## src/hdl/tcb_defines.svh

```systemverilog
// Register offsets, field positions and reset values of the timer block.
`ifndef TCB_DEFINES_SVH
`define TCB_DEFINES_SVH
`define TCB_OFS_CTRLB 8'h00
`define TCB_OFS_CTRLA 8'h04
`define TCB_OFS_STS 8'h08
`define TCB_OFS_MSK 8'h0c
`define TCB_OFS_CNT 8'h10
`define TCB_OFS_CAP1 8'h14
`define TCB_OFS_CAP2 8'h18
`define TCB_OFS_DUTY 8'h1c
`define TCB_OFS_PORT0 8'h20
`define TCB_BIT_PORT_SRC 7
`define TCB_BIT_CAP_EDGE 6
`define TCB_BIT_EVT_EDGE 5
`define TCB_PSC_HI 4
`define TCB_PSC_LO 2
`define TCB_MODE_HI 1
`define TCB_MODE_LO 0
`define TCB_BIT_OVIE 0
`define TCB_STS_OVF 0
`define TCB_STS_CAP1 1
`define TCB_STS_CAP2 2
`define TCB_CTRLB_RST 8'h00
`define TCB_CTRLA_RST 8'h00
`define TCB_STS_RST 3'h0
`define TCB_MSK_RST 3'h0
`define TCB_CNT_RST 16'h0000
`define TCB_CNT_TOP 16'hffff
`endif

```

## src/hdl/tcb_pkg.sv

```systemverilog
// Types shared by the timer control block modules.
package tcb_pkg;
  // Operating modes held in the two-bit mode field.
  typedef enum logic [1:0] {
    TCB_MODE_SW  = 2'b00,
    TCB_MODE_PWM = 2'b01,
    TCB_MODE_CAP = 2'b10,
    TCB_MODE_EVT = 2'b11
  } tcb_mode_t;
endpackage

```

## src/hdl/tcb_evt_if.sv

```systemverilog
// Interface between the timer core, its edge detector and its prescaler.
`timescale 1ns/1ps
interface tcb_evt_if;
  logic [2:0] pins;     // Raw capture 1, capture 2 and event pins.
  logic cap_rise;       // Capture pins sense rising edges when high.
  logic evt_rise;       // Event pin senses rising edges when high.
  logic [2:0] edges;    // One-cycle pulses for each selected edge.
  logic [2:0] psc_code; // Power-of-two prescaler code.
  logic tick;           // One-cycle pulse per prescaled period.
  modport core(output pins, output cap_rise, output evt_rise,
    output psc_code, input edges, input tick);
  modport edge_det(input pins, input cap_rise, input evt_rise,
    output edges);
  modport psc(input psc_code, output tick);
endinterface

```

## src/hdl/tcb_edge_det.sv

```systemverilog
// Synchroniser and polarity-selectable edge detector for timer pins.
`timescale 1ns/1ps
module tcb_edge_det
  import tcb_pkg::*;
(
  input wire logic clk_in,
  input wire logic rst_in,
  tcb_evt_if.edge_det ev
);
  logic [2:0] s1_r;   // First synchroniser stage, read only by s2_r.
  logic [2:0] s2_r;   // Second synchroniser stage.
  logic [2:0] s3_r;   // Previous synchronised level for edge compare.
  logic [2:0] edg_r;  // Registered edge pulses.
  logic [2:0] vld_r;  // Ones shift in; compares wait for real pin levels.

  // Pins pass two flops before any compare sees them.
  always_ff @(posedge clk_in or posedge rst_in) begin
    if (rst_in) begin
      s1_r <= 3'h0;
      s2_r <= 3'h0;
      s3_r <= 3'h0;
    end else begin
      s1_r <= ev.pins;
      s2_r <= s1_r;
      s3_r <= s2_r;
    end
  end

  // Edges stay quiet until the third stage holds a real pin level, so a
  // pin that idles high makes no false edge after reset.
  always_ff @(posedge clk_in or posedge rst_in) begin
    if (rst_in) begin
      vld_r <= 3'h0;
    end else begin
      vld_r <= {vld_r[1:0], 1'b1};
    end
  end

  // The event pin picks its own polarity; both capture pins share one.
  genvar i;
  generate
    for (i = 0; i < 3; i++) begin : g_edge
      logic rise;
      assign rise = (i < 2) ? ev.cap_rise : ev.evt_rise;
      always_ff @(posedge clk_in or posedge rst_in) begin
        if (rst_in) begin
          edg_r[i] <= 1'b0;
        end else begin
          edg_r[i] <= vld_r[2] & (rise ? (s2_r[i] & ~s3_r[i])
                                       : (~s2_r[i] & s3_r[i]));
        end
      end
    end
  endgenerate

  assign ev.edges = edg_r;
endmodule

```

## src/hdl/tcb_prescaler.sv

```systemverilog
// Power-of-two divider that yields the timer tick from the system clock.
`timescale 1ns/1ps
module tcb_prescaler
  import tcb_pkg::*;
#(
  parameter int DIV_W = 7
)
(
  input wire logic clk_in,
  input wire logic rst_in,
  tcb_evt_if.psc ev
);
  logic [DIV_W-1:0] div_r;  // Free-running divider count.
  logic [DIV_W-1:0] mask;   // Low bits that must all be ones for a tick.
  logic tick_r;             // Registered tick pulse.

  // Mask holds code ones, so the tick repeats every 2**code clocks.
  assign mask = DIV_W'((8'h01 << ev.psc_code) - 8'h01);

  // Divider runs on every clock; a tick falls when the masked bits wrap.
  always_ff @(posedge clk_in or posedge rst_in) begin
    if (rst_in) begin
      div_r <= '0;
      tick_r <= 1'b0;
    end else begin
      div_r <= div_r + DIV_W'(1);
      tick_r <= &(div_r | ~mask);
    end
  end

  assign ev.tick = tick_r;
endmodule

```

## src/hdl/tcb_timer2_ctrl.sv

```systemverilog
// Timer two control register block with Avalon-MM slave and port reads.
`timescale 1ns/1ps
`include "tcb_defines.svh"
module tcb_timer2_ctrl
  import tcb_pkg::*;
#(
  parameter int N_PORTS = 5,
  parameter int PORT_W = 8
)
(
  input wire logic CLK_IN,
  input wire logic RST_IN,
  input wire logic [7:0] AVS_ADDRESS_IN,
  input wire logic AVS_READ_IN,
  input wire logic AVS_WRITE_IN,
  input wire logic [31:0] AVS_WRITEDATA_IN,
  input wire logic [3:0] AVS_BYTEENABLE_IN,
  output logic [31:0] AVS_READDATA_OUT,
  output logic AVS_WAITREQUEST_OUT,
  input wire logic [1:0] CAPTURE_PIN_IN,
  input wire logic EVENT_PIN_IN,
  input wire logic [N_PORTS*PORT_W-1:0] PORT_PIN_IN,
  output logic [N_PORTS*PORT_W-1:0] PORT_DATA_OUT,
  output logic PWM_OUT,
  output logic IRQ_OUT
);
  // Internal carrier to the edge detector and the prescaler.
  tcb_evt_if ev ();

  logic [7:0] timer2_control_b_r; // Control B register, all fields.
  logic [7:0] ctrla_r;       // Control A register, overflow enable.
  logic [2:0] sts_r;         // Sticky event status.
  logic [2:0] msk_r;         // Interrupt mask.
  logic [15:0] cnt_r;        // Timer counter.
  logic [15:0] cap1_r;       // Capture 1 value.
  logic [15:0] cap2_r;       // Capture 2 value.
  logic [15:0] duty_r;       // PWM threshold.
  logic [PORT_W-1:0] pdat_r [N_PORTS]; // Port output data registers.
  logic [PORT_W-1:0] ps1_r [N_PORTS];  // Port pin first sync stage.
  logic [PORT_W-1:0] ps2_r [N_PORTS];  // Port pin second sync stage.
  logic wait_r;              // Waitrequest flop.
  logic [31:0] rdata_r;      // Read data flop.
  logic [31:0] rd_nxt;       // Read data next value.
  logic pwm_r;               // PWM output flop.
  logic irq_r;               // Interrupt output flop.
  logic req;                 // A request is present.
  logic acc;                 // Request accepted at this edge.
  logic wr;                  // Write takes effect at this edge.
  logic [7:0] wa;            // Word-aligned address.
  logic [2:0] sts_set;       // Hardware status set pulses.
  logic [2:0] sts_clr;       // Software write-one-to-clear bits.
  logic inc;                 // Counter increment pulse.
  logic ovf;                 // Counter overflow pulse.
  tcb_mode_t mode;           // Current operating mode.
  logic port_read_source_sel; // Port reads show data registers when high.
  logic tmr2_capture_edge_sel; // Capture pins sense rising edges when high.
  logic tmr2_event_edge_sel; // Event pin senses rising edges when high.
  logic [2:0] tmr2_prescale_code; // Power-of-two prescaler code.
  logic [1:0] tmr2_mode_code; // Raw two-bit mode field.
  logic tmr2_overflow_irq_en; // Overflow interrupt enable from control A.
  logic [PORT_W-1:0] pview [N_PORTS]; // What a read of each port shows.

  // Register map, byte offsets; address bits 1:0 are ignored.
  // 0x00 control B: port read source, edge senses, prescaler, mode.
  // 0x04 control A: bit 0 enables the overflow interrupt.
  // 0x08 status: overflow, capture 1, capture 2; write one to clear.
  // 0x0c mask: same layout as status, a one lets the bit interrupt.
  // 0x10 counter, 16 bits, writable by software.
  // 0x14 and 0x18 capture 1 and capture 2 values, read only.
  // 0x1c PWM threshold, 16 bits.
  // 0x20 plus four per port: that port's output data register.
  // Any other word reads as zero and ignores writes.

  // Bus decode: one request is taken per two-cycle access.
  assign wa = {AVS_ADDRESS_IN[7:2], 2'b00};
  assign req = AVS_READ_IN | AVS_WRITE_IN;
  assign acc = req & ~wait_r;
  assign wr = acc & AVS_WRITE_IN;

  // Control B fields, unpacked once so the rest of the block reads names.
  // Every field is a plain wire from the register, so a write acts on
  // the very next clock without any extra staging.
  assign port_read_source_sel = timer2_control_b_r[`TCB_BIT_PORT_SRC];
  assign tmr2_capture_edge_sel = timer2_control_b_r[`TCB_BIT_CAP_EDGE];
  assign tmr2_event_edge_sel = timer2_control_b_r[`TCB_BIT_EVT_EDGE];
  assign tmr2_prescale_code = timer2_control_b_r[`TCB_PSC_HI:`TCB_PSC_LO];
  assign tmr2_mode_code = timer2_control_b_r[`TCB_MODE_HI:`TCB_MODE_LO];
  assign tmr2_overflow_irq_en = ctrla_r[`TCB_BIT_OVIE];

  // Mode decoded straight from the control field.
  assign mode = tcb_mode_t'(tmr2_mode_code);

  // Configuration bits feed the helpers on the next clock.
  assign ev.pins = {EVENT_PIN_IN, CAPTURE_PIN_IN};
  assign ev.cap_rise = tmr2_capture_edge_sel;
  assign ev.evt_rise = tmr2_event_edge_sel;
  assign ev.psc_code = tmr2_prescale_code;

  // Edge detector for capture and event pins.
  tcb_edge_det u_edge (
    .clk_in(CLK_IN),
    .rst_in(RST_IN),
    .ev(ev.edge_det)
  );

  // Prescaler giving the timer tick.
  tcb_prescaler u_psc (
    .clk_in(CLK_IN),
    .rst_in(RST_IN),
    .ev(ev.psc)
  );

  // Waitrequest drops for one cycle after a request, then rises again.
  // A request seen with waitrequest high opens the access; the edge after
  // that, with waitrequest low, is where a write lands and the master
  // takes read data. Every access costs two cycles, even back to back,
  // and the master needs no count of its own: it watches this flop.
  always_ff @(posedge CLK_IN or posedge RST_IN) begin
    if (RST_IN) begin
      wait_r <= 1'b1;
    end else if (req && wait_r) begin
      wait_r <= 1'b0;
    end else begin
      wait_r <= 1'b1;
    end
  end

  // Read data are latched as waitrequest falls and held afterwards.
  // The value handed over is the one that stood when the request was
  // first seen, and it stands until the next read replaces it.
  always_ff @(posedge CLK_IN or posedge RST_IN) begin
    if (RST_IN) begin
      rdata_r <= 32'h0000_0000;
    end else if (AVS_READ_IN && wait_r) begin
      rdata_r <= rd_nxt;
    end
  end

  // Read multiplexer; unmapped addresses read as zero.
  always_comb begin
    rd_nxt = 32'h0000_0000;
    unique case (wa)
      `TCB_OFS_CTRLB: rd_nxt[7:0] = timer2_control_b_r;
      `TCB_OFS_CTRLA: rd_nxt[7:0] = ctrla_r;
      `TCB_OFS_STS: rd_nxt[2:0] = sts_r;
      `TCB_OFS_MSK: rd_nxt[2:0] = msk_r;
      `TCB_OFS_CNT: rd_nxt[15:0] = cnt_r;
      `TCB_OFS_CAP1: rd_nxt[15:0] = cap1_r;
      `TCB_OFS_CAP2: rd_nxt[15:0] = cap2_r;
      `TCB_OFS_DUTY: rd_nxt[15:0] = duty_r;
      default: begin
        // Port window: each port's view was already picked per port.
        for (int p = 0; p < N_PORTS; p++) begin
          if (wa == 8'(`TCB_OFS_PORT0 + 4 * p)) begin
            rd_nxt[PORT_W-1:0] = pview[p];
          end
        end
      end
    endcase
  end

  // Control B written from byte lane 0; all fields act next clock.
  // The port read source bit shares this byte with the timer fields but
  // steers only the port read path; nothing in the timer looks at it.
  always_ff @(posedge CLK_IN or posedge RST_IN) begin
    if (RST_IN) begin
      // Reset leaves pins as the port read source and the timer in
      // software mode with no prescaling.
      timer2_control_b_r <= `TCB_CTRLB_RST;
    end else if (wr && wa == `TCB_OFS_CTRLB && AVS_BYTEENABLE_IN[0]) begin
      timer2_control_b_r <= AVS_WRITEDATA_IN[7:0];
    end
  end

  // Control A holds the overflow interrupt enable.
  // Only bit 0 acts; the other bits are kept so software reads back what
  // it wrote.
  always_ff @(posedge CLK_IN or posedge RST_IN) begin
    if (RST_IN) begin
      ctrla_r <= `TCB_CTRLA_RST;
    end else if (wr && wa == `TCB_OFS_CTRLA && AVS_BYTEENABLE_IN[0]) begin
      ctrla_r <= AVS_WRITEDATA_IN[7:0];
    end
  end

  // Mask register gates status bits onto the interrupt.
  // A masked bit still sets in status, so polling keeps working.
  always_ff @(posedge CLK_IN or posedge RST_IN) begin
    if (RST_IN) begin
      msk_r <= `TCB_MSK_RST;
    end else if (wr && wa == `TCB_OFS_MSK && AVS_BYTEENABLE_IN[0]) begin
      msk_r <= AVS_WRITEDATA_IN[2:0];
    end
  end

  // PWM threshold register, two byte lanes.
  // A byte written alone leaves the other byte as it was.
  always_ff @(posedge CLK_IN or posedge RST_IN) begin
    if (RST_IN) begin
      duty_r <= `TCB_CNT_RST;
    end else if (wr && wa == `TCB_OFS_DUTY) begin
      if (AVS_BYTEENABLE_IN[0]) begin
        duty_r[7:0] <= AVS_WRITEDATA_IN[7:0];
      end
      if (AVS_BYTEENABLE_IN[1]) begin
        duty_r[15:8] <= AVS_WRITEDATA_IN[15:8];
      end
    end
  end

  // Per-port data registers and pin synchronisers.
  genvar g;
  generate
    for (g = 0; g < N_PORTS; g++) begin : g_port
      // Data register written at its own word; drives the port pins.
      always_ff @(posedge CLK_IN or posedge RST_IN) begin
        if (RST_IN) begin
          pdat_r[g] <= '0;
        end else if (wr && AVS_BYTEENABLE_IN[0] &&
                     wa == 8'(`TCB_OFS_PORT0 + 4 * g)) begin
          pdat_r[g] <= AVS_WRITEDATA_IN[PORT_W-1:0];
        end
      end
      // Pin levels pass two flops before the read mux sees them.
      // Reads thus show the pins two clocks late, never a metastable bit.
      always_ff @(posedge CLK_IN or posedge RST_IN) begin
        if (RST_IN) begin
          ps1_r[g] <= '0;
          ps2_r[g] <= '0;
        end else begin
          ps1_r[g] <= PORT_PIN_IN[g*PORT_W +: PORT_W];
          ps2_r[g] <= ps1_r[g];
        end
      end
      assign PORT_DATA_OUT[g*PORT_W +: PORT_W] = pdat_r[g];
      // Read view: data register or synchronised pins, chosen per port
      // by the one shared source bit, so all ports follow it alike.
      assign pview[g] = port_read_source_sel
        ? pdat_r[g] : ps2_r[g];
    end
  endgenerate

  // Event mode counts pin edges; other modes count prescaled ticks.
  // The prescaler runs free and is not restarted when its code changes,
  // so the first tick after a change may come early.
  assign inc = (mode == TCB_MODE_EVT) ? ev.edges[2] : ev.tick;
  assign ovf = inc && (cnt_r == `TCB_CNT_TOP);

  // Counter: a software write wins over an increment in the same cycle.
  // That tick is lost, which keeps a written value exactly as written.
  always_ff @(posedge CLK_IN or posedge RST_IN) begin
    if (RST_IN) begin
      cnt_r <= `TCB_CNT_RST;
    end else if (wr && wa == `TCB_OFS_CNT) begin
      if (AVS_BYTEENABLE_IN[0]) begin
        cnt_r[7:0] <= AVS_WRITEDATA_IN[7:0];
      end
      if (AVS_BYTEENABLE_IN[1]) begin
        cnt_r[15:8] <= AVS_WRITEDATA_IN[15:8];
      end
    end else if (inc) begin
      cnt_r <= cnt_r + 16'h0001;
    end
  end

  // Capture registers load the count on a selected edge in capture mode.
  // Outside that mode the pins are ignored and the last values stay.
  always_ff @(posedge CLK_IN or posedge RST_IN) begin
    if (RST_IN) begin
      cap1_r <= `TCB_CNT_RST;
      cap2_r <= `TCB_CNT_RST;
    end else if (mode == TCB_MODE_CAP) begin
      if (ev.edges[0]) begin
        cap1_r <= cnt_r;
      end
      if (ev.edges[1]) begin
        cap2_r <= cnt_r;
      end
    end
  end

  // Events that set sticky status bits.
  assign sts_set[`TCB_STS_OVF] = ovf;
  assign sts_set[`TCB_STS_CAP1] = (mode == TCB_MODE_CAP) & ev.edges[0];
  assign sts_set[`TCB_STS_CAP2] = (mode == TCB_MODE_CAP) & ev.edges[1];
  assign sts_clr = (wr && wa == `TCB_OFS_STS && AVS_BYTEENABLE_IN[0])
    ? AVS_WRITEDATA_IN[2:0] : 3'h0;

  // Status: write one to clear, and a new event wins over the clear.
  // An event in the cycle of its clear is therefore never lost.
  always_ff @(posedge CLK_IN or posedge RST_IN) begin
    if (RST_IN) begin
      sts_r <= `TCB_STS_RST;
    end else begin
      sts_r <= (sts_r & ~sts_clr) | sts_set;
    end
  end

  // Interrupt level; overflow also needs its enable bit.
  // The output is a level and falls once software clears the status bit.
  always_ff @(posedge CLK_IN or posedge RST_IN) begin
    if (RST_IN) begin
      irq_r <= 1'b0;
    end else begin
      irq_r <= |(sts_r & msk_r &
        {2'b11, tmr2_overflow_irq_en});
    end
  end

  // In PWM mode the output is high while the count is below the threshold; in other modes it stays low.
  // A threshold of zero keeps the output low for the whole period.
  always_ff @(posedge CLK_IN or posedge RST_IN) begin
    if (RST_IN) begin
      pwm_r <= 1'b0;
    end else begin
      pwm_r <= (mode == TCB_MODE_PWM) && (cnt_r < duty_r);
    end
  end

  // Every output is the plain value of a flop.
  assign AVS_READDATA_OUT = rdata_r;
  assign AVS_WAITREQUEST_OUT = wait_r;
  assign PWM_OUT = pwm_r;
  assign IRQ_OUT = irq_r;
endmodule

```

## config.mk

```make
export PLATFORM = sky130hd
export DESIGN_NAME = tcb_timer2_ctrl
export DESIGN_NICKNAME = d
export VERILOG_FILES = /design/src/hdl/tcb_pkg.sv /design/src/hdl/tcb_evt_if.sv /design/src/hdl/tcb_edge_det.sv /design/src/hdl/tcb_prescaler.sv /design/src/hdl/tcb_timer2_ctrl.sv
export VERILOG_INCLUDE_DIRS = /design/src /design/src/hdl
export SDC_FILE = /design/constraint.sdc
export NUM_CORES = 1
export LEC_CHECK = 0
export ABC_AREA = 1
export BUFFER_PORTS_ARGS = -buffer_cell sky130_fd_sc_hd__buf_2
export CAP_MARGIN = 10
export CORE_MARGIN = 2
export CORE_UTILIZATION = 45
export CTS_BUF_LIST = sky130_fd_sc_hd__clkbuf_4 sky130_fd_sc_hd__clkbuf_8 sky130_fd_sc_hd__clkbuf_16
export CTS_CLUSTER_DIAMETER = 30
export DETAILED_ROUTE_END_ITERATION = 10
export HOLD_SLACK_MARGIN = 0.02
export PLACE_DENSITY = 0.65
export SLEW_MARGIN = 20
export SYNTH_ARGS = -nofsm -noshare
export SYNTH_HDL_FRONTEND = slang
export SYNTH_HIERARCHICAL = 1
export SYNTH_SLANG_ARGS = --single-unit
```

## constraint.sdc

```tcl
create_clock -name CLK_IN -period 9.7 [get_ports CLK_IN]
set_input_delay 1.94 -clock CLK_IN [delete_from_list [all_inputs] [get_ports CLK_IN]]
set_output_delay 1.94 -clock CLK_IN [all_outputs]
set_load 0.01 [all_outputs]
```

# Word level (Yosys, flattened, before mapping)

Index checks and enable logic that the tools add are counted.

Add/subtract/negate cells: 3
Magnitude comparators: 1
Equal/unequal tests: 18
Shift operators: 1
Muxes and demuxes: 23
Bitwise logic cells: 28
Reductions and logical operators: 31

Operators by type and width:

| cell                    | number |
|---|---|
| $mux W8                 | 12 |
| $pmux W5 S7             | 1 |
| $mux W16                | 2 |
| $pmux W8 S4             | 1 |
| $eq A6 B4 Y1 const B    | 5 |
| $eq A6 B3 Y1 const B    | 4 |
| $pmux W3 S8             | 1 |
| $logic_and A1 B1 Y1     | 20 |
| $add A16 B1 Y16 const B | 1 |
| $eq A16 B16 Y1 const B  | 1 |
| $lt A16 B16 Y1          | 1 |
| $and A1 B1 Y1           | 13 |
| $eq A6 B2 Y1 const B    | 2 |
| $reduce_and A2 Y1       | 6 |
| $and A3 B3 Y3           | 3 |
| $logic_not A8 Y1        | 1 |
| $add A7 B1 Y7 const B   | 1 |
| $not A1 Y1              | 7 |
| $not A7 Y7              | 1 |
| $or A7 B7 Y7            | 1 |
| $reduce_and A7 Y1       | 1 |
| $shl A1 B3 Y7 const A   | 1 |
| $sub A7 B1 Y7 const B   | 1 |
| $eq A6 B1 Y1 const B    | 1 |
| other kinds (11)        | 17 |

Bits in registers: 248
Input bits: 91
Output and inout port bits: 75
Logic and storage cells: 143

# Depth between registers and ports, before layout

Gate-level depths: netlist of the first run.

Depth in word-level cells: 9
Depth in mapped cells: 11

# By module

Netlist of the first run, hierarchy kept.

Modules (own cells, without submodules):

| module          | instances | cells each | area each (µm²) | seq. area each (µm²) |
|---|---|---|---|---|
| tcb_timer2_ctrl | 1         | 1158       | 10193.5         | 5631.7 |
| tcb_edge_det    | 1         | 39         | 465.4           | 375.4 |
| tcb_prescaler   | 1         | 45         | 382.9           | 200.2 |

# Worst setup path after synthesis of the first run

No wires, ideal clock.

Path type: input to register
Start point: input port AVS_ADDRESS_IN[7]
End point: register pdat_r, in the netlist PORT_DATA_OUT[25]
Library setup time: 0.129 ns
Data arrival time: 2.899 ns
Data required time: 9.571 ns
Slack: 6.673 ns
Stages: 8
Path buffers: 2
Path through: nor2_2 -> buf_6 -> nand3_1 -> nor2_4 -> nand2_2 -> buf_6 -> nand2_1 -> o21ai_1

Cells in the longest elaborated chain, start to end: 2

Ends and longest elaborated chain:

| what                          | RTL line               | text |
|---|---|---|
| start, declared               | tcb_timer2_ctrl.sv:13  | `input wire logic [7:0] AVS_ADDRESS_IN,` |
| $eq A6 B4 Y1                  | tcb_timer2_ctrl.sv:220 | `` wa == 8'(`TCB_OFS_PORT0 + 4 * g)) begin `` |
| $logic_and A1 B1 Y1           | tcb_timer2_ctrl.sv:219 | `end else if (wr && AVS_BYTEENABLE_IN[0] &&` |
| end signal, assigned by index | tcb_timer2_ctrl.sv:221 | `pdat_r[g] <= AVS_WRITEDATA_IN[PORT_W-1:0];` |
| end, declared                 | tcb_timer2_ctrl.sv:38  | `logic [PORT_W-1:0] pdat_r [N_PORTS];` |

Every way passes these cells.
A chain may end at the register's enable or synchronous reset.

# Final worst setup path of the first run

Start point: input port AVS_ADDRESS_IN[7]
End point: register cnt_r[1]

Cells in the longest elaborated chain, start to end: 4
Elaborated cells on any way between the ends: 6

Ends and longest elaborated chain:

| what                                                                       | RTL line               | text |
|---|---|---|
| $eq A6 B3 Y1 (*)                                                           | --                     |  |
| $logic_and A1 B1 Y1 (no source line) (*)                                   | --                     |  |
| $ne A2 B2 Y1 (no source line) / $reduce_bool A2 Y1 (equally long branches) | --                     |  |
| $reduce_and A2 Y1 (no source line)                                         | --                     |  |
| end signal, assigned                                                       | tcb_timer2_ctrl.sv:253 | `` cnt_r <= `TCB_CNT_RST; `` |
| end signal, assigned                                                       | tcb_timer2_ctrl.sv:256 | `cnt_r[7:0] <= AVS_WRITEDATA_IN[7:0];` |
| end signal, assigned                                                       | tcb_timer2_ctrl.sv:262 | `cnt_r <= cnt_r + 16'h0001;` |
| end, declared                                                              | tcb_timer2_ctrl.sv:34  | `logic [15:0] cnt_r;` |

Every way passes the cells marked *; elsewhere a longest branch is shown, timed or not.

==> results of run 1 <==
==> logic make-up (layout without fill, tap and decap cells) <==
family                     Yosys count  count (layout)  share of synthesized area (%)
other                                2              18                         0.0680
xor gates and xnor gates             6               6                          0.476
DFF                                248             248                           56.2
and+or+nand+nor                    623             623                           25.4
AOI/OAI and AO/OA                  194             194                           9.25
adders and majority gates           17              17                           1.93
buffers and inverters              152             318                           6.64
==> sequential cells by signal, summed over array words and instances (netlist names), 3 cells and up <==
| name | cells |
|---|---|
| u_edge/s2_r | 3 |
| sts_r | 3 |
| msk_r | 3 |
| cap2_r | 16 |
| ps1_r | 40 |
| u_edge/s1_r | 3 |
| duty_r | 16 |
| u_edge/ev.edges | 3 |
| timer2_control_b_r | 8 |
| ps2_r | 40 |
| AVS_READDATA_OUT | 16 |
| u_psc/div_r | 7 |
| cnt_r | 16 |
| u_edge/s3_r | 3 |
| ctrla_r | 8 |
| u_edge/vld_r | 3 |
| cap1_r | 16 |
| PORT_DATA_OUT | 40 |
==> final cells by class <==
type,count,share of cell area (%)
flip-flops and latches,248,45.9
multi-input cells,857,30.8
clock buffers,59,9.78
repair buffers,136,5.19
well taps,324,3.00
inverters,95,2.73
clock inverters,28,2.55
diodes,1,0.0185
==> per-stage QoR <==
step	utilization (%)	area, um^2
4_1_cts	55.9	13500
5_1_grt	55.9	13500
6_report	55.9	13500
3_3_place_gp	49.0	11800
3_5_place_dp	49.0	11800
2_1_floorplan	-	11100
==> worst min-delay path by stage <==
stage | from | end | slack [ns] | cells past startpoint
after floorplan | ps1_r[0]$_DFF_PP0_ | ps2_r[0]$_DFF_PP0_ | 0.33 | 0
after detailed placement | u_edge/s1_r[1]$_DFF_PP0_ | u_edge/s2_r[1]$_DFF_PP0_ | 0.33 | 0
after global routing | u_edge/vld_r[0]$_DFF_PP0_ | u_edge/vld_r[1]$_DFF_PP0_ | 0.35 | 0
after CTS | u_edge/s1_r[1]$_DFF_PP0_ | u_edge/s2_r[1]$_DFF_PP0_ | 0.34 | 0
after global placement | u_edge/vld_r[1]$_DFF_PP0_ | u_edge/vld_r[2]$_DFF_PP0_ | 0.33 | 0
final | u_edge/s1_r[1]$_DFF_PP0_ | u_edge/s2_r[1]$_DFF_PP0_ | 0.34 | 0
==> synth_stat cells (all sizes together) <==
master	instances
nand2	380
or2	8
ha	17
nor2	100
o21ai	161
buf	43
a21boi	8
clkbuf	14
xor2	4
nor3	7
nand4	26
nand3	101
a21oi	13
xnor2	2
o211ai	11
dfstp	1
o21a	1
conb	2
and3	1
dfrtp	247
inv	95
==> worst reg2reg max path: stages (launching register included) <==
cell      delay, ns
dfrtp_1        0.32
buf_4          0.39
inv_1          0.24
buf_4          0.31
or2_2          0.34
o211ai_1       0.16
nand3_1        0.15
nor2_1         0.26
nor2_1         0.07
==> power breakdown <==
group / internal, mW / switching [mW] / total (mW)
clock: 1.13 / 0.545 / 1.67
sequential: 1.13 / 0.0935 / 1.22
combinational: 0.140 / 0.268 / 0.408
total: 2.40 / 0.906 / 3.31
==> per-layer routing <==
layer  track usage, %  routed length [um]
met1             29.6               12000
met2             36.6               14000
met3             4.03                1780
met4             11.0                1130
met5                0                   0
==> flow_metrics.env, run 1 <==
export IMPL_clock_path_buffers=3
export IMPL_cellLeakagePower_nw=6.79
export IMPL_layout_cells_non_filler=1748
export IMPL_postRouteAntennaNets=0
export IMPL_post_place_cells=1660
export IMPL_cts_tree="yes"
export IMPL_cts_resized=0
export IMPL_ys_ff_latch=248
export IMPL_fmax_mhz=283
export IMPL_vias=8878
export IMPL_wl_per_cell_um=16.6
export IMPL_status="complete, no violations"
export IMPL_grt_first_pass_wirelength_um=45600
export IMPL_setup_tns_ns=0
export IMPL_layout_commonest_cell="nand2_1"
export IMPL_grt_pass1_vias=8657
export IMPL_regToRegStartpoint="timer2_control_b_r[7]$_DFFE_PP0P_"
export IMPL_seq_area_um2=6210
export IMPL_drc=0
export IMPL_crit_start="AVS_ADDRESS_IN[7]"
export IMPL_avgSynthCellArea_um2=8.89
export IMPL_maxSlewHeadroom_pct=34.8
export IMPL_max_cap_violations=0
export IMPL_dpl_hpwl_um=19000
export IMPL_arrival_ns=3.94
export IMPL_clkTransAtPathRegs_ns=0.05
export IMPL_worst_pin_slew_ns=0.978
export IMPL_synth_top_area_share_pct=56.0
export IMPL_clock_sinks=248
export IMPL_timing_rr_end="AVS_READDATA_OUT[0]$_DFFE_PP0P_"
export IMPL_worstSkewPairLatency_ns=0.54
export IMPL_syn_to_final_growth_pct=22.4
export IMPL_slowest_delay_ns=0.53
export IMPL_reg2reg_depth=8
export IMPL_routabilityCongestion=0.866
export IMPL_report_power_total_mw=3.31
export IMPL_die_x_um=161
export IMPL_first_iter_violations=731
export IMPL_grt_usage_pct=22.6
export IMPL_setup_violations=0
export IMPL_vias_per_cell=5.08
export IMPL_fin_crit_ns=3.54
export IMPL_core_area_um2=24200
export IMPL_holdWs_ns=0.336
export IMPL_yosysTopAreaCell="dfrtp_1"
export IMPL_cp_slowest_cell="buf_4"
export IMPL_critPathMaxFanout=56
export IMPL_crit_path_start_kind="input port"
export IMPL_cp_top_family="simple AND/OR/NAND/NOR gates"
export IMPL_hold_buffers=0
export IMPL_first_pass_iters=5
export IMPL_cts_root_buf="clkbuf_16"
export IMPL_final_fill_count=2117
export IMPL_rows=57
export IMPL_final_cell_mix="nand2_1, dfrtp_1, o21ai_0"
export IMPL_path_cells="buf_2 -> nor2_4 -> buf_4 -> nand3_2 -> nor2_4 -> nand2_4 -> nand2_4 -> nand2_2 -> o211ai_1 -> o21ai_1"
export IMPL_cp_required_ns=10.10
export IMPL_cts_setup_buffers=0
export IMPL_min_period_over_period_pct=36.5
export IMPL_dieArea_um2=25800
export IMPL_yosysUniqueCellTypes=35
export IMPL_critPathBufInv=2
export IMPL_cp_end_kind="flip-flop"
export IMPL_routed_wl_um=28900
export IMPL_post_place_ws_ns=5.65
export IMPL_peakVddDrop_uv=168
export IMPL_grt_overflow_total=0
export IMPL_grt_max_degree=144
export IMPL_finalClockSkew_ns=0.0196
export IMPL_crit_path_end="cnt_r[1]$_DFFE_PP0P_"
export IMPL_final_max_slew_viol_count=0
export IMPL_grt_antenna_before_repair=1
export IMPL_syn_instance_count=1242
export IMPL_setup_ws_ns=6.16
export IMPL_hp_class="flip-flop to flip-flop"
export IMPL_start_util_pct=45.7
export IMPL_htreeDepth=2
export IMPL_ys_warn_count=6
export IMPL_p_per_area_nw_per_um2=245
export IMPL_ys_seq_area_share_pct=56.2
export IMPL_hold_viol_final=0
export IMPL_dieHeight_um=161
export IMPL_cts_buffers_inserted=47
export IMPL_cp_depth=10
export IMPL_num_io_pins=166
export IMPL_multi_input_area_um2=4160
export IMPL_io_buffers=129
export IMPL_reg2reg_slack_ns=7.32
export IMPL_netlist_area_um2=11000
export IMPL_synth_area_top_cells="dfrtp_1, nand2_1, o21ai_0"
export IMPL_nets=1493
export IMPL_crit_type="input port to flip-flop"
export IMPL_drive_gt1_share_pct=19.5
export IMPL_rsz0062_at_grt="no"
No activity file was read; power rests on OpenSTA's default activity.
==> run 2, diff against run 1 <==
ABC_AREA = 0   (was 1)
PLACE_DENSITY = 0.66   (was 0.65)
clock period = 3.5 ns   (was 9.7 ns; I/O delays follow)
==> flow_metrics.env, run 2 <==
export IMPL_crit_path_start_kind="input port"
export IMPL_first_pass_iters=4
export IMPL_dieArea_um2=24500
export IMPL_io_buffers=129
export IMPL_min_period_over_period_pct=67.1
export IMPL_p_int_mw=6.81
export IMPL_worst_pin_slew_ns=0.963
export IMPL_synth_top_area_share_pct=59.2
export IMPL_crit_type="input port to flip-flop"
export IMPL_p_comb_share_pct=8.4
export IMPL_yosysMostFrequentCell="dfrtp_1"
export IMPL_cts_buffers_inserted=50
export IMPL_syn_to_final_growth_pct=25.5
export IMPL_swShare_pct=24.5
export IMPL_grt_overflow_total=0
export IMPL_htreeDepth=2
export IMPL_synth_xor_area_share_pct=0.754
export IMPL_fin_util_pct=57.8
export IMPL_post_place_ws_ns=0.646
export IMPL_drc=0
export IMPL_crit_start="AVS_ADDRESS_IN[4]"
export IMPL_yosysTopAreaCell="dfrtp_1"
export IMPL_nets=1093
export IMPL_first_iter_violations=438
export IMPL_clock_path_buffers=3
export IMPL_synth_area_top_cells="dfrtp_1, mux2_2, mux2i_1"
export IMPL_multi_input_area_um2=3880
export IMPL_report_power_total_mw=9.02
export IMPL_wl_per_cell_um=20.5
export IMPL_start_util_pct=46.0
export IMPL_routed_wl_um=26900
export IMPL_yosys_area_share_simple_pct=9.03
export IMPL_cellLeakagePower_nw=6.27
export IMPL_avgSynthCellArea_um2=12.6
export IMPL_n_antenna_cell=0
export IMPL_layout_cells_non_filler=1311
export IMPL_fin_crit_ns=2.35
export IMPL_grt_max_degree=89
export IMPL_ys_ff_latch=248
export IMPL_fmax_mhz=426
export IMPL_hp_class="input port to asynchronous set/reset pin"
export IMPL_synthAdderAreaFrac_pct=2.04
export IMPL_netlist_area_um2=10400
export IMPL_cts_tree="yes"
export IMPL_cp_slowest_cell="a2111oi_0"
export IMPL_dpl_hpwl_um=18100
export IMPL_post_place_cells=1218
export IMPL_grt_usage_pct=22.5
export IMPL_synthTopCellsByCount="dfrtp_1, mux2_2, nand2_1, o21ai_0, mux2i_1"
export IMPL_synth_mux_area_share_pct=14.5
export IMPL_setup_ws_ns=1.15
export IMPL_timing_rr_end="AVS_READDATA_OUT[7]$_DFFE_PP0P_"
export IMPL_slowest_delay_ns=0.71
export IMPL_layout_commonest_cell="dfrtp_1"
export IMPL_grt_busiest_layer="met2"
export IMPL_synth_compound_gate_area_share_pct=10.2
export IMPL_grt_first_pass_wirelength_um=42000
export IMPL_ys_warn_count=6
export IMPL_peakVddDrop_uv=455
export IMPL_vias_per_cell=5.50
export IMPL_path_cells="buf_2 -> or4b_1 -> nor2_4 -> buf_4 -> a2111oi_0 -> a31oi_1"
export IMPL_grt_antenna_before_repair=1
export IMPL_design_area_um2=13100
export IMPL_syn_instance_count=829
export IMPL_maxSlewHeadroom_pct=35.6
export IMPL_critPathBufInv=2
export IMPL_grtUsageMet2_pct=37.0
export IMPL_rsz0062_at_grt="no"
export IMPL_ys_seq_area_share_pct=59.4
export IMPL_final_fill_count=1860
export IMPL_clkTransAtPathRegs_ns=0.05
export IMPL_final_max_slew_viol_count=0
export IMPL_yosysUniqueCellTypes=69
export IMPL_regToRegStartpoint="timer2_control_b_r[7]$_DFFE_PP0P_"
export IMPL_p_per_area_nw_per_um2=687
export IMPL_cp_depth=6
export IMPL_cp_end_kind="flip-flop"
export IMPL_ys_flop_type="dfrtp_1"
export IMPL_p_seq_share_pct=37.3
export IMPL_critPathMaxFanout=11
export IMPL_rows=55
export IMPL_hold_buffers=0
export IMPL_num_io_pins=166
export IMPL_vias=7214
export IMPL_max_cap_violations=0
export IMPL_die_x_um=156
export IMPL_hold_viol_final=0
export IMPL_worstSkewPairLatency_ns=0.54
export IMPL_met1_usage_pct=28.9
export IMPL_clock_sinks=248
export IMPL_seq_area_um2=6210
export IMPL_setup_tns_ns=0
export IMPL_clkPwrFrac_pct=54.3
export IMPL_place_area_um2=11300
export IMPL_met3_usage_pct=5.46
export IMPL_postRouteAntennaNets=0
export IMPL_p_switching_mw=2.21
export IMPL_grt_pass1_vias=7523
export IMPL_cts_resized=0
export IMPL_cts_setup_buffers=0
export IMPL_reg2reg_slack_ns=1.17
export IMPL_synth_enable_flop_cells=0
export IMPL_synthArstFlopShare_pct=100
export IMPL_arrival_ns=2.73
export IMPL_reg2reg_depth=5
export IMPL_synth_top_family_by_area="multiplexers"
export IMPL_cts_root_buf="clkbuf_16"
export IMPL_holdWs_ns=0.0768
export IMPL_final_cell_mix="dfrtp_1, buf_2, mux2_2"
export IMPL_routabilityCongestion=0.854
export IMPL_core_area_um2=22700
export IMPL_finalClockSkew_ns=0.0238
export IMPL_drive_gt1_share_pct=33.9
export IMPL_cp_top_family="compound AO/OA/AOI/OAI gates"
export IMPL_setup_violations=0
export IMPL_dieHeight_um=156
export IMPL_cp_required_ns=3.88
export IMPL_status="complete, no violations"
-- run 2: worst max path at each step --
stage	slack (ns)	to
floorplan	-0.14	AVS_READDATA_OUT[0]$_DFFE_PP0P_
global placement	0.64	cnt_r[9]$_DFFE_PP0P_
detailed placement	0.65	cnt_r[9]$_DFFE_PP0P_
CTS	1.17	AVS_READDATA_OUT[7]$_DFFE_PP0P_
global route	0.92	cnt_r[11]$_DFFE_PP0P_
finish	1.15	AVS_READDATA_OUT[1]$_DFFE_PP0P_
-- run 2: per-layer routing --
| layer | share of wire, % | wire length (um) |
|---|---|---|
| met3 | 6.7 | 1790 |
| met4 | 2.7 | 726 |
| met5 | 0.048 | 13 |
| met1 | 43 | 11600 |
| met2 | 48 | 12800 |
-- run 2: area by class of cell --
| class | count | area share [%] |
|---|---|---|
| Sequential cell | 248 | 47.3 |
| Multi-Input combinational cell | 514 | 29.6 |
| Clock buffer | 63 | 10.5 |
| Timing Repair Buffer | 144 | 5.97 |
| Clock inverter | 30 | 3.11 |
| Tap cell | 285 | 2.72 |
| Inverter | 27 | 0.801 |
-- run 2: logic make-up after synthesis --
family / Yosys count
AO/OA/AOI/OAI: 161
flip-flops: 248
adder cells (fa/ha/maj): 17
multiplexers: 135
buffers and inverters: 82
other: 2
XOR/XNOR: 9
AND/OR/NAND/NOR: 175
-- run 2: power groups by stage --
| stage | Combinational [mW] | Clock, mW | Sequential [mW] |
|---|---|---|---|
| 2_1_floorplan | 0.550 | 0 | 3.31 |
| 6_report | 0.760 | 4.90 | 3.36 |
| 4_1_cts | 0.767 | 4.96 | 3.35 |
| 5_1_grt | 0.853 | 5.10 | 3.39 |
| 3_5_place_dp | 0.758 | 0 | 3.39 |
| 3_3_place_gp | 0.743 | 0 | 3.38 |
